File: src/pic_pkg.sv
// constants and types for the pressure interrupt configuration block
package pic_pkg;
	// ************************************************
	// register map
	// ************************************************
	localparam logic [6:0] PIC_ADDR_CFG = 7'h0B;
	localparam logic [6:0] PIC_ADDR_SRC = 7'h24;
	localparam logic [7:0] PIC_CFG_RESET = 8'h00;
	localparam logic [2:0] PIC_SRC_RESET = 3'h0;
	localparam logic [7:0] PIC_RDATA_RESET = 8'h00;

	// ************************************************
	// configuration field positions
	// ************************************************
	localparam int PIC_BIT_AREF_EN = 7;
	localparam int PIC_BIT_AREF_CLR = 6;
	localparam int PIC_BIT_AZ_EN = 5;
	localparam int PIC_BIT_AZ_CLR = 4;
	localparam int PIC_BIT_GEN_EN = 3;
	localparam int PIC_BIT_LATCH = 2;
	localparam int PIC_BIT_LOW_EN = 1;
	localparam int PIC_BIT_HIGH_EN = 0;

	// ************************************************
	// source field positions
	// ************************************************
	localparam int PIC_SRC_ACTIVE = 2;
	localparam int PIC_SRC_LOW = 1;
	localparam int PIC_SRC_HIGH = 0;

	// stored configuration; the two clear bits are commands and are not held
	typedef struct packed {
		logic auto_reference_enable;
		logic auto_zero_enable;
		logic irq_generation_enable;
		logic irq_latch_select;
		logic low_event_enable;
		logic high_event_enable;
	} pic_cfg_t;

	localparam pic_cfg_t PIC_CFG_DEFAULT = '{default: 1'b0};
endpackage

File: src/pic_config.sv
// pressure event interrupt configuration register and interrupt source logic
`timescale 1ns/100ps
// How it works
// - auto reference enable bit, resets to zero
// - auto reference clear bit, resets to zero
// - auto zero enable bit, resets to zero
// - auto zero clear bit, resets to zero
// - master enable gates new low and high events, not source bits already latched
// - latch select holds events in source register
// - low event enable requests low interrupts
// - high event enable requests high interrupts
// - config register read write at 0Bh
module pic_config (
	input wire logic core_clk,
	input wire logic rst_n,
	input wire logic [6:0] reg_addr,
	input wire logic reg_wr,
	input wire logic reg_rd,
	input wire logic [7:0] reg_wdata,
	output logic [7:0] reg_rdata,
	input wire logic press_low_evt,
	input wire logic press_high_evt,
	output pic_pkg::pic_cfg_t cfg,
	output logic auto_reference_clear,
	output logic auto_zero_clear,
	output logic press_irq
);
	// ************************************************
	// state
	// ************************************************
	pic_pkg::pic_cfg_t cfg_r;
	pic_pkg::pic_cfg_t cfg_nxt;
	logic aref_clr_r;
	logic aref_clr_nxt;
	logic az_clr_r;
	logic az_clr_nxt;
	logic [2:0] src_r;
	logic [2:0] src_nxt;
	logic [7:0] rdata_r;
	logic [7:0] rdata_nxt;
	logic wr_cfg;
	logic rd_cfg;
	logic rd_src;
	logic low_hit;
	logic high_hit;
	logic [7:0] cfg_view;

	// address decode of the internal register port
	assign wr_cfg = reg_wr && (reg_addr == pic_pkg::PIC_ADDR_CFG);
	assign rd_cfg = reg_rd && (reg_addr == pic_pkg::PIC_ADDR_CFG);
	assign rd_src = reg_rd && (reg_addr == pic_pkg::PIC_ADDR_SRC);

	// read view: clear bits always read back as zero, they are never stored
	always_comb begin
		cfg_view = pic_pkg::PIC_CFG_RESET;
		cfg_view[pic_pkg::PIC_BIT_AREF_EN] = cfg_r.auto_reference_enable;
		cfg_view[pic_pkg::PIC_BIT_AZ_EN] = cfg_r.auto_zero_enable;
		cfg_view[pic_pkg::PIC_BIT_GEN_EN] = cfg_r.irq_generation_enable;
		cfg_view[pic_pkg::PIC_BIT_LATCH] = cfg_r.irq_latch_select;
		cfg_view[pic_pkg::PIC_BIT_LOW_EN] = cfg_r.low_event_enable;
		cfg_view[pic_pkg::PIC_BIT_HIGH_EN] = cfg_r.high_event_enable;
	end

	// ************************************************
	// configuration register
	// ************************************************
	// next configuration and the one cycle clear commands
	always_comb begin
		cfg_nxt = cfg_r;
		aref_clr_nxt = 1'b0;
		az_clr_nxt = 1'b0;
		if (wr_cfg) begin
			cfg_nxt.auto_reference_enable = reg_wdata[pic_pkg::PIC_BIT_AREF_EN];
			cfg_nxt.auto_zero_enable = reg_wdata[pic_pkg::PIC_BIT_AZ_EN];
			cfg_nxt.irq_generation_enable = reg_wdata[pic_pkg::PIC_BIT_GEN_EN];
			cfg_nxt.irq_latch_select = reg_wdata[pic_pkg::PIC_BIT_LATCH];
			cfg_nxt.low_event_enable = reg_wdata[pic_pkg::PIC_BIT_LOW_EN];
			cfg_nxt.high_event_enable = reg_wdata[pic_pkg::PIC_BIT_HIGH_EN];
			aref_clr_nxt = reg_wdata[pic_pkg::PIC_BIT_AREF_CLR];
			az_clr_nxt = reg_wdata[pic_pkg::PIC_BIT_AZ_CLR];
		end
	end

	// configuration flops
	always_ff @(posedge core_clk) begin
		if (!rst_n) begin
			cfg_r <= pic_pkg::PIC_CFG_DEFAULT;
			aref_clr_r <= 1'b0;
			az_clr_r <= 1'b0;
		end else begin
			cfg_r <= cfg_nxt;
			aref_clr_r <= aref_clr_nxt;
			az_clr_r <= az_clr_nxt;
		end
	end

	// ************************************************
	// interrupt source
	// ************************************************
	// event qualification; the master enable gates both thresholds
	assign low_hit = press_low_evt && cfg_r.low_event_enable && cfg_r.irq_generation_enable;
	assign high_hit = press_high_evt && cfg_r.high_event_enable && cfg_r.irq_generation_enable;

	// latched mode keeps bits until read; a new event in the read cycle wins over the clear
	always_comb begin
		src_nxt = pic_pkg::PIC_SRC_RESET;
		if (cfg_r.irq_latch_select) begin
			if (!rd_src) begin
				src_nxt = src_r;
			end
			src_nxt[pic_pkg::PIC_SRC_LOW] = src_nxt[pic_pkg::PIC_SRC_LOW] | low_hit;
			src_nxt[pic_pkg::PIC_SRC_HIGH] = src_nxt[pic_pkg::PIC_SRC_HIGH] | high_hit;
		end else begin
			src_nxt[pic_pkg::PIC_SRC_LOW] = low_hit;
			src_nxt[pic_pkg::PIC_SRC_HIGH] = high_hit;
		end
		src_nxt[pic_pkg::PIC_SRC_ACTIVE] = src_nxt[pic_pkg::PIC_SRC_LOW] | src_nxt[pic_pkg::PIC_SRC_HIGH];
	end

	// source flops
	always_ff @(posedge core_clk) begin
		if (!rst_n) begin
			src_r <= pic_pkg::PIC_SRC_RESET;
		end else begin
			src_r <= src_nxt;
		end
	end

	// ************************************************
	// read data
	// ************************************************
	// read data holds until the next read; unmapped addresses read zero
	always_comb begin
		rdata_nxt = rdata_r;
		if (rd_cfg) begin
			rdata_nxt = cfg_view;
		end else if (rd_src) begin
			rdata_nxt = {5'h0, src_r};
		end else if (reg_rd) begin
			rdata_nxt = pic_pkg::PIC_RDATA_RESET;
		end
	end

	// read data flops
	always_ff @(posedge core_clk) begin
		if (!rst_n) begin
			rdata_r <= pic_pkg::PIC_RDATA_RESET;
		end else begin
			rdata_r <= rdata_nxt;
		end
	end

	// outputs straight from flops
	assign reg_rdata = rdata_r;
	assign cfg = cfg_r;
	assign auto_reference_clear = aref_clr_r;
	assign auto_zero_clear = az_clr_r;
	assign press_irq = src_r[pic_pkg::PIC_SRC_ACTIVE];
endmodule

File: config.mk
export PLATFORM = sky130hd
export DESIGN_NAME = pic_config
export DESIGN_NICKNAME = d
export VERILOG_FILES = /design/src/pic_pkg.sv /design/src/pic_config.sv
export SDC_FILE = /design/constraint.sdc
export NUM_CORES = 1
export LEC_CHECK = 0
export CORE_UTILIZATION = 39
export DETAILED_ROUTE_END_ITERATION = 7
export DONT_BUFFER_PORTS = 1
export PLACE_DENSITY_LB_ADDON = 0.08
export SETUP_SLACK_MARGIN = 0.2
export SLEW_MARGIN = 40
export SYNTH_ARGS = -nofsm -noshare
export SYNTH_HDL_FRONTEND = slang
export SYNTH_SLANG_ARGS = --single-unit
File: constraint.sdc
create_clock -name core_clk -period 1.2 [get_ports core_clk]
set_clock_uncertainty 0.15 [all_clocks]
set_input_delay 0.06 -clock core_clk [delete_from_list [all_inputs] [get_ports core_clk]]
set_output_delay 0.06 -clock core_clk [all_outputs]
set_load 0.01 [all_outputs]
==> results of run 1 <==
## area by class of cell
cell class                 instances  share of cell area (%)
clock buffer                       4                   2.865
multi-input combinational         62                   44.34
sequential                        17                   38.06
tap                               25                   3.411
timing repair buffer              10                   11.32
## synth_stat cells, types with 4 or more instances
cell type / n
dfxtp_1: 17
nand2_1: 14
mux2i_1: 6
nand3_1: 6
and3_1: 5
clkbuf_1: 4
o21ai_0: 4
## worst max-delay path, delay by kind of cell (launching register included)
family / cells / cell delay (ns)
AO/OA/AOI/OAI: 2 / 0.30
flip-flops: 1 / 0.38
AND/OR/NAND/NOR: 1 / 0.06
## routing by layer
| metal | track usage [%] | vias to the layer above | share of wire [%] | wire (um) |
|---|---|---|---|---|
| met2 | 24.17 | 23 | 45 | 727 |
| met5 | 0 | - | 0 | 0 |
| li1 | - | 317 | - | - |
| met4 | 8.824 | 0 | 0.93 | 15 |
| met3 | 2.745 | 2 | 6.4 | 103 |
| met1 | 22.22 | 261 | 47 | 762 |
## power by group through the flow
stage,clock [mW],sequential [mW],combinational (mW)
6_report,0.298,0.573,0.0496
5_1_grt,0.342,0.574,0.0551
4_1_cts,0.319,0.575,0.0488
3_5_place_dp,0,0.588,0.0361
3_3_place_gp,0,0.588,0.0360
2_1_floorplan,0,0.587,0.0457
## worst paths after layout
check	startpoint	to	slack, ns
worst max-delay path	cfg[1]$_SDFFE_PN0P_	src_r[2]$_SDFF_PN0_	0.21
worst min-delay path	reg_rd	reg_rdata[2]$_SDFFE_PN0P_	-0.29
worst max register to register	cfg[1]$_SDFFE_PN0P_	src_r[2]$_SDFF_PN0_	0.21
worst min register to register	cfg[3]$_SDFFE_PN0P_	cfg[3]$_SDFFE_PN0P_	0.37
## timing repair
item	CTS	global route
endpoints found under the hold margin	17	17
setup endpoints to repair	4	4
buffers inserted	0	1
resized for setup	3	7
## flip-flops by register name, summed over array words and instances (netlist names)
signal                cells
src_r                     3
reg_rdata                 6
cfg                       6
auto_zero_clear           1
auto_reference_clear      1
## stage by stage
stage	area, sq um	instances
floorplan	780.7	86
global placement	812.0	108
detailed placement	812.0	108
CTS	892.1	117
global route	917.1	118
finish	917.1	118
## kinds of logic (layout without fill, tap and decap cells)
kind of cell | count (synthesis) | count (layout)
AOI/OAI and AO/OA | 17 | 17
buffers and inverters | 7 | 14
DFF | 17 | 17
muxes | 6 | 6
other | 1 | 2
and+or+nand+nor | 37 | 37
==> results.md, run 1 <==
* Total power divided by cell area at approximately 1000 nW/um^2
* Die Footprint at 2155 sq um
* Total routing resource utilization after global routing at approximately 16%
* Warnings, synthesis at 0
* Primary FF master, synth: dfxtp_1
* Max-cap viol count at 0
* Internal Dissipation at roughly 0.73 mW
* CTS tree: built
* Clk slew on worst S/H paths at 0.10 ns
* Area added between synthesis and finish at 19.19%
* Switching share of power at 20.99%
* Max frequency at 1015 MHz
* Cell chain of the critical path: a22oi_2 > nor2b_1 > o21a_1
* Worst Reg2Reg Path Length in Cells at 3
* Largest stage delay, worst path at around 0.38 ns
* Unrepaired setup endpoints after global routing: yes
* Time the worst path needs with I/O delays and setup at 0.9854 ns
* Register area at 349.1 sq um
* Die boundary width at 46.42 um
* Most common cell after layout, fill and taps aside: nand2_1
* Number of iterations in the first detailed-routing pass at 4
* Fin nets at 115
* Part of the total power dissipated in combinational logic at 5.4%
* Final antenna-violating net count at 0
* Routed len/inst at 13.64 um
* CP arrival at 1.02 ns
* Gp weighted congestion at 0.7144
* Initial antenna violation count at 0
* Power share of the sequential group at 62.3%
* Maximum clock insertion buffer count at 2
* Total CTS buffers at 3
* Type of the most critical hold path: in2reg
* Commonest cells after routing, fill and taps aside: 14 x nand2_1, 12 x dfxtp_1, 6 x mux2i_1, 6 x nand3_1
* Largest net degree at the start of global routing at 24
* Filler Cells Inserted at roughly 190
* Via count at 603
* Yosys cell types at 23
* Num rows at 15
* Worst endpoint required time at 1.24 ns
* Final core utilization at 51.44%
* Combinational family with the most area after synthesis: simple AND/OR/NAND/NOR gates
* Worst hold margin at -0.2867 ns
* Die H at 46.42 um
* HPWL after detailed placement at 1136 um
* Static Leak at 0.3302 nW
* Peak supply drop at 0.4560 mV
* DR DRC count at 0
* Synthesized-area fraction occupied by xor and xnor cells at 0%
* Final worst-path cycle share at 82.11%
* Ys async rst share at 0%
* Compound-Gate Fraction of Synth Area at 13.82%
* ANT cells at 0
* Number of synthesized flops with an enable pin at 0
* Post-synthesis instance total at 85
* Net switching power of the design at 0.1931 mW
* Pre-CTS worst setup slack at 0.06643 ns
* Via density at 5.110
* Root buffer cell: clkbuf_4
* Clock Sink Count at 17
* Final TNS setup at 0 ns
* Wire length of the first global-routing pass at around 2400 um
* Area of the multi-input gates at 406.6 sq um
* Vias in the first global route at 570
* Total Power at 0.9198 mW
* Buffers on Ports at 0
* Post-Synth Adder-Cell Area at 0%
* Total global routing overflow at 0
* Share of final-layout standard cells stronger than drive strength 1 at 19.35%
* Final max-slew violation count at 0
* Hold Vio Cnt, Final at 17
* IO Pins at 38
* Setup CP Type: reg2reg
* Sequential cell area fraction in the yosys report at 44.23%
* PnR worst setup slack at between 0.2 and 0.25 ns
* Nature of the critical path endpoint: register
* Wire length reported by the detailed router at 1609 um
* Yosys reg bits at 17
* Post-cts hold buffer count at 5
* Later-pin clock latency in the skew report at 0.28 ns
* Portion of netlist area occupied by mux cells at 7.805%
* Deepest level of the CTS H-tree at 1
* Largest fanout on the critical path at 5
* Post-synthesis cell type with the largest combined area: dfxtp_1
* Share of Yosys cell area claimed by the top area cell type at 44.23%
* Main area contributors after synthesis: dfxtp_1 44%, mux2i_1 7.8%, nand2_1 6.8%
* Nature of the critical path startpoint: register
* Clock power share at 32.4%
* Count of routing violations after the opening detailed-route iteration at 10
* Violations in the final reports: hold timing
* Core footprint at 1783 sq um
* Area of the mapped netlist at 769.5 sq um
* Hold path cells at 1
* Synthesized-area fraction occupied by and/or/nand/nor cells at between 20% and 30%
* Setup violations, final at 0
* Status: complete, but fails checks
* Initial Utilization at 43.16%
* Standard cell with the maximum stage delay on the critical path: dfxtp_4
* Synthesized area divided by synthesized cell count at approximately 9.1 sq um
No activity file was read; power rests on OpenSTA's default activity.
==> inputs of run 2 (changes only) <==
--- a/config.mk
+++ b/config.mk
@@ -5,6 +5,7 @@
 export SDC_FILE = /design/constraint.sdc
 export NUM_CORES = 1
 export LEC_CHECK = 0
+export ABC_AREA = 1
 export CORE_UTILIZATION = 39
 export DETAILED_ROUTE_END_ITERATION = 7
 export DONT_BUFFER_PORTS = 1
==> constraint.sdc (replaced) <==
create_clock -name core_clk -period 1.03 [get_ports core_clk]
set_clock_uncertainty 0.15 [all_clocks]
set_input_delay 0.0515 -clock core_clk [delete_from_list [all_inputs] [get_ports core_clk]]
set_output_delay 0.0515 -clock core_clk [all_outputs]
set_load 0.01 [all_outputs]
==> results.md, run 2 <==
* Buffers on Ports at 0
* Hold Vio Cnt, Final at 17
* Post-synthesis cell type with the largest combined area: dfxtp_1
* Ys async rst share at 0%
* Number of synthesized flops with an enable pin at 0
* Time the worst path needs with I/O delays and setup at 0.9480 ns
* Final max-slew violation count at 0
* Commonest cells after routing, fill and taps aside: 25 x nand2_1, 11 x inv_1, 9 x nand4_1, 9 x nor2_1
* Warnings, synthesis at 0
* Leading post-synthesis cells by instance count: 29 x nand2_1, 17 x dfxtp_1, 14 x inv_1
* Worst Reg2Reg Path Length in Cells at 6
* Buffers and inverters on the worst path at 1
* Cell chain of the critical path: buf_6
* Violations in the final reports: hold timing
* Total CTS buffers at 3
* Share of final-layout standard cells stronger than drive strength 1 at 38.10%
* Initial antenna violation count at 0
* Nature of the critical path startpoint: register
* Nature of the critical path endpoint: primary output
* Unrepaired setup endpoints after global routing: yes
* Wire length of the first global-routing pass at 2732 um
* Sequential cell area fraction in the yosys report at between 40% and 50%
* Peak supply drop at ~0.58 mV
* Kind of cell with the highest combined delay on the critical path: flip-flops
* Cell with the most instances after synthesis: nand2_1
* Power share of the sequential group at 57.4%
* Via density at 4.980
* Worst setup path start: src_r[2]$_SDFF_PN0_
* Worst endpoint required time at ~0.83 ns
* Post-cts hold buffer count at 8
* Part of the total power dissipated in combinational logic at 9.7%
* Static Leak at 0.4588 nW
* Filler Cells Inserted at approximately 190
* Routed len/inst at 11.78 um
* Primary FF master, synth: dfxtp_1
* Die Footprint at roughly 2200 sq um
* CP arrival at between 0.7 and 0.8 ns
* Fin nets at 148
* HPWL after detailed placement at 1288 um
* Number of iterations in the first detailed-routing pass at 4
* Total stage count of the critical path at 1
* Die boundary width at 47.24 um
* Setup CP Type: reg2out
* Area added between synthesis and finish at 33.86%
* Maximum clock insertion buffer count at 2
* Reg2reg end: src_r[2]$_SDFF_PN0_
* Standard cell with the maximum stage delay on the critical path: dfxtp_2
* CTS tree: built
* Largest net degree at the start of global routing at 12
* Clk slew on worst S/H paths at 0.10 ns
* Internal Dissipation at between 0.8 and 0.9 mW
* Placed cell count at 140
* Largest stage delay, worst path at about 0.34 ns
* Gp weighted congestion at 0.6620
* Final worst-path cycle share at a little over 90%
* Count of routing violations after the opening detailed-route iteration at 25
* Yosys cell types at 16
* Main area contributors after synthesis: dfxtp_1 43%, nand2_1 14%, nand4_1 7.1%
* Status: complete, but fails checks
* Total Power at 1.140 mW
* Final cell count without fillers at 153
* Net switching power of the design at 0.2952 mW
* Core footprint at 1942 sq um
* DR DRC count at 0
* Initial Utilization at 41.11%
* Yosys reg bits at 17
* Via count at roughly 760
* Final TNS setup at 0 ns
* Later-pin clock latency in the skew report at 0.30 ns
* Most common cell after layout, fill and taps aside: nand2_1
* Clock Sink Count at 17
* Vias in the first global route at 660
* Synthesized area divided by synthesized cell count at between 7 and 8 sq um
* IO Pins at 38
* ANT cells at 0
* Root buffer cell: clkbuf_4
* Type of the most critical hold path: in2reg
* Worst hold margin at -0.2825 ns
* Total routing resource utilization after global routing at 17.66%
* Wire length reported by the detailed router at 1803 um
* Area of the mapped netlist at roughly 800 sq um
* CP Capture Point: press_irq
* Clock power share at 32.9%
* Die H at between 40 and 50 um
* Worst r2r src: cfg[2]$_SDFFE_PN0P_
* Max frequency at 1055 MHz
* Reg-to-reg setup timing slack at roughly 0.090 ns
* Deepest level of the CTS H-tree at 1
* Final antenna-violating net count at 0
* Total global routing overflow at 0
* Largest fanout on the critical path at 2
* Num rows at 16
* Post-synthesis instance total at ~110
* Switching share of power at approximately a quarter
* Setup violations, final at 0
* Max-cap viol count at 0
* Total power divided by cell area at roughly 1100 nW/um^2
* Share of Yosys cell area claimed by the top area cell type at approximately 43%
## run 2: cell types whose count changed in the layout (fill, tap and decap cells not counted), moves of 5 or more
cell,delta
nand3_2,+6
mux2i_1,-6
dfxtp_1,-10
inv_1,+11
nand4_1,+6
and3_1,-5
nand2_1,+11
dfxtp_4,+6
nor2_1,+9
## run 2: logic make-up (layout without fill, tap and decap cells)
| kind of cell | after synthesis | after routing | synth area share (%) |
|---|---|---|---|
| buffers and inverters | 21 | 33 | 12.23 |
| DFF | 17 | 17 | 42.63 |
| other | 1 | 2 | 0.4698 |
| and+or+nand+nor | 65 | 65 | 39.03 |
| AOI/OAI and AO/OA | 9 | 9 | 5.642 |
## run 2: area by class of cell
class                      count  area (sq um)  share of cell area, %
multi-input combinational     76         434.2                  40.63
inverter                      15         63.81                  5.972
clock inverter                 1         5.005                 0.4684
tap                           27         33.78                  3.162
clock buffer                   3         22.52                  2.108
sequential                    17         376.6                  35.25
timing repair buffer          14         132.6                  12.41
## run 2: metrics by stage
step	worst slack [ns]	hold WS, ns	utilization, %	cell area, sq um
floorplan	0.1630	0.01762	-	833.3
global placement	0.1051	0.02665	44.27	859.6
detailed placement	0.07848	0.02536	44.27	859.6
CTS	0.08696	-0.2831	53.29	1035
global route	-0.004945	-0.2811	55.03	1069
finish	0.08195	-0.2825	55.03	1069
## run 2: how the worst min path moves through the flow
stage          cells past startpoint  start             endpoint  slack (ns)
6_report                           2  rst_n  src_r[1]$_SDFF_PN0_       -0.28
5_1_grt                            2  rst_n  src_r[0]$_SDFF_PN0_       -0.28
4_1_cts                            2  rst_n  src_r[1]$_SDFF_PN0_       -0.28
3_5_place_dp                       2  rst_n  src_r[1]$_SDFF_PN0_        0.03
3_3_place_gp                       2  rst_n  src_r[0]$_SDFF_PN0_        0.03
2_1_floorplan                      2  rst_n  src_r[0]$_SDFF_PN0_        0.02
## run 2: per-layer routing
layer | share of wire, % | up-vias | routed length [um] | global-route usage, %
li1 | - | 385 | - | -
met1 | 45 | 343 | 806 | 23.96
met2 | 48 | 30 | 860 | 26.58
met3 | 6.2 | 4 | 112 | 4.615
met4 | 1.3 | 0 | 24 | 6.857
met5 | 0 | - | 0 | 0
## run 2: timing repair
item | in CTS | in global routing
gates resized for setup | 23 | 12
hold endpoints to repair | 17 | 17
pin swaps | 6 | 10
buffers inserted | 1 | 0
setup endpoints to repair | 25 | 29
## run 2: power by group through the flow
stage / logic, mW / clock network, mW / registers, mW
after floorplan: 0.0777 / 0 / 0.684
after global placement: 0.0793 / 0 / 0.686
after detailed placement: 0.0805 / 0 / 0.686
after CTS: 0.108 / 0.379 / 0.659
after global routing: 0.124 / 0.406 / 0.656
final: 0.111 / 0.375 / 0.655
==> inputs of run 3 (changes only) <==
==> constraint.sdc (replaced) <==
create_clock -name core_clk -period 0.8 [get_ports core_clk]
set_clock_uncertainty 0.15 [all_clocks]
set_input_delay 0.2 -clock core_clk [delete_from_list [all_inputs] [get_ports core_clk]]
set_output_delay 0.2 -clock core_clk [all_outputs]
set_load 0.01 [all_outputs]
==> results.md, run 3 (synthesis gave the netlist of run 2 again) <==
* Status: complete, but fails checks
* Violations in the final reports: hold timing, setup timing
* Initial antenna violation count at 0
* Area added between synthesis and finish at 63.17%
* Via count at 806
* Gp weighted congestion at 0.7196
* Num rows at 16
* Worst setup path start: cfg[1]$_SDFFE_PN0P_
* Maximum clock insertion buffer count at 2
* Final max-slew violation count at 0
* Die boundary width at between 40 and 50 um
* Worst hold margin at -0.1236 ns
* Total CTS buffers at 3
* Static Leak at 0.5474 nW
* Largest fanout on the critical path at 2
* Nature of the critical path startpoint: register
* CP Capture Point: cfg[1]
* Core footprint at roughly 1900 sq um
* Share of final-layout standard cells stronger than drive strength 1 at 57.46%
* DR DRC count at 0
* Max-cap viol count at 0
* Die H at 47.24 um
* CTS tree: built
* Worst Reg2Reg Path Length in Cells at 6
* Deepest level of the CTS H-tree at 1
* Commonest cells after routing, fill and taps aside: 19 x nand2_1, 13 x buf_6, 10 x dfxtp_2
* Final antenna-violating net count at 0
* Kind of cell with the highest combined delay on the critical path: flip-flops
* Initial Utilization at 41.11%
* Clk slew on worst S/H paths at around 0.090 ns
* PnR worst setup slack at -0.3167 ns
* Count of routing violations after the opening detailed-route iteration at 8
* Nature of the critical path endpoint: primary output
* IO Pins at 38
* Total routing resource utilization after global routing at 19.37%
* Placed cell count at 149
* Final worst-path cycle share at 139.6%
* Type of the most critical hold path: in2reg
* CP arrival at 0.77 ns
* Routed len/inst at 12.19 um
* Die Footprint at 2232 sq um
* Vias in the first global route at 715
* Total global routing overflow at 0
* Setup violations, final at 28
* Worst r2r src: cfg[1]$_SDFFE_PN0P_
* Cell chain of the critical path: buf_12
* Final cell count without fillers at 161
* Via density at 5.006
* Setup CP Type: reg2out
* Standard cell with the maximum stage delay on the critical path: dfxtp_4
* Time the worst path needs with I/O delays and setup at 1.117 ns
* Number of iterations in the first detailed-routing pass at 4
* Fin nets at 156
* Final core utilization at 67.07%
* Wire length reported by the detailed router at 1962 um
* Peak supply drop at 0.9242 mV
* Clock Sink Count at 17
* Hold path cells at 2
* Reg-to-reg setup timing slack at -0.27 ns
* Total power divided by cell area at 1132 nW/um^2
* Most common cell after layout, fill and taps aside: nand2_1
* Total stage count of the critical path at 1
* Wire length of the first global-routing pass at 2904 um
* Buffers on Ports at 0
* Root buffer cell: clkbuf_4
* Largest stage delay, worst path at 0.36 ns
* HPWL after detailed placement at 1404 um
* Worst endpoint required time at ~0.45 ns
* Pre-CTS worst setup slack at -0.2654 ns
* Reg2reg end: src_r[2]$_SDFF_PN0_
* Max frequency at 895.5 MHz
* Later-pin clock latency in the skew report at a little under 0.3 ns
* Unrepaired setup endpoints after global routing: yes
* ANT cells at 0
* Buffers and inverters on the worst path at 1
* Largest net degree at the start of global routing at 12
* Hold Vio Cnt, Final at 17
-- run 3: worst min path at each step --
stage | endpoint | from | slack (ns)
2_1_floorplan | src_r[0]$_SDFF_PN0_ | rst_n | 0.17
5_1_grt | src_r[0]$_SDFF_PN0_ | rst_n | -0.14
6_report | src_r[0]$_SDFF_PN0_ | rst_n | -0.12
3_3_place_gp | src_r[0]$_SDFF_PN0_ | rst_n | 0.18
3_5_place_dp | src_r[0]$_SDFF_PN0_ | rst_n | 0.18
4_1_cts | src_r[0]$_SDFF_PN0_ | rst_n | -0.13
-- run 3: area by class of cell --
class | count | area, sq um
Multi-Input combinational cell | 76 | 493.0
Timing Repair Buffer | 22 | 251.5
Sequential cell | 17 | 371.6
Fill cell | 169 | 639.4
Inverter | 15 | 126.4
Clock buffer | 4 | 26.28
Tap cell | 27 | 33.78
-- run 3: through the flow --
step / setup TNS [ns] / power [mW] / instance area, sq um
finish: -5.561 / 1.475 / 1303
global route: -6.594 / 1.566 / 1303
CTS: -5.682 / 1.495 / 1206
detailed placement: -3.981 / 1.018 / 1017
global placement: -3.771 / 1.017 / 1017
floorplan: -2.323 / 0.9862 / 888.4
-- run 3: power breakdown --
| part | switching, mW | internal (mW) | total (mW) | leakage, nW |
|---|---|---|---|---|
| clock | 0.253 | 0.194 | 0.447 | 0.0150 |
| combinational | 0.0878 | 0.0956 | 0.183 | 0.386 |
| sequential | 0.00618 | 0.838 | 0.844 | 0.146 |
| total | 0.348 | 1.13 | 1.47 | 0.547 |
-- run 3: timing repair --
action                                  in CTS  in global routing
gates resized for setup                     33                 19
pin swaps                                   17                 13
setup buffers                                6                  2
endpoints found under the hold margin       17                 17
gates cloned                                 0                  0
endpoints found under the setup margin      32                 32
-- run 3: routing by layer --
metal	wire length (um)	GRT usage (%)	share of wire [%]
met4	28	8.571	1.4
met3	125	6.923	6.4
met1	829	20.69	42
met2	978	33.97	50
met5	0	0	0
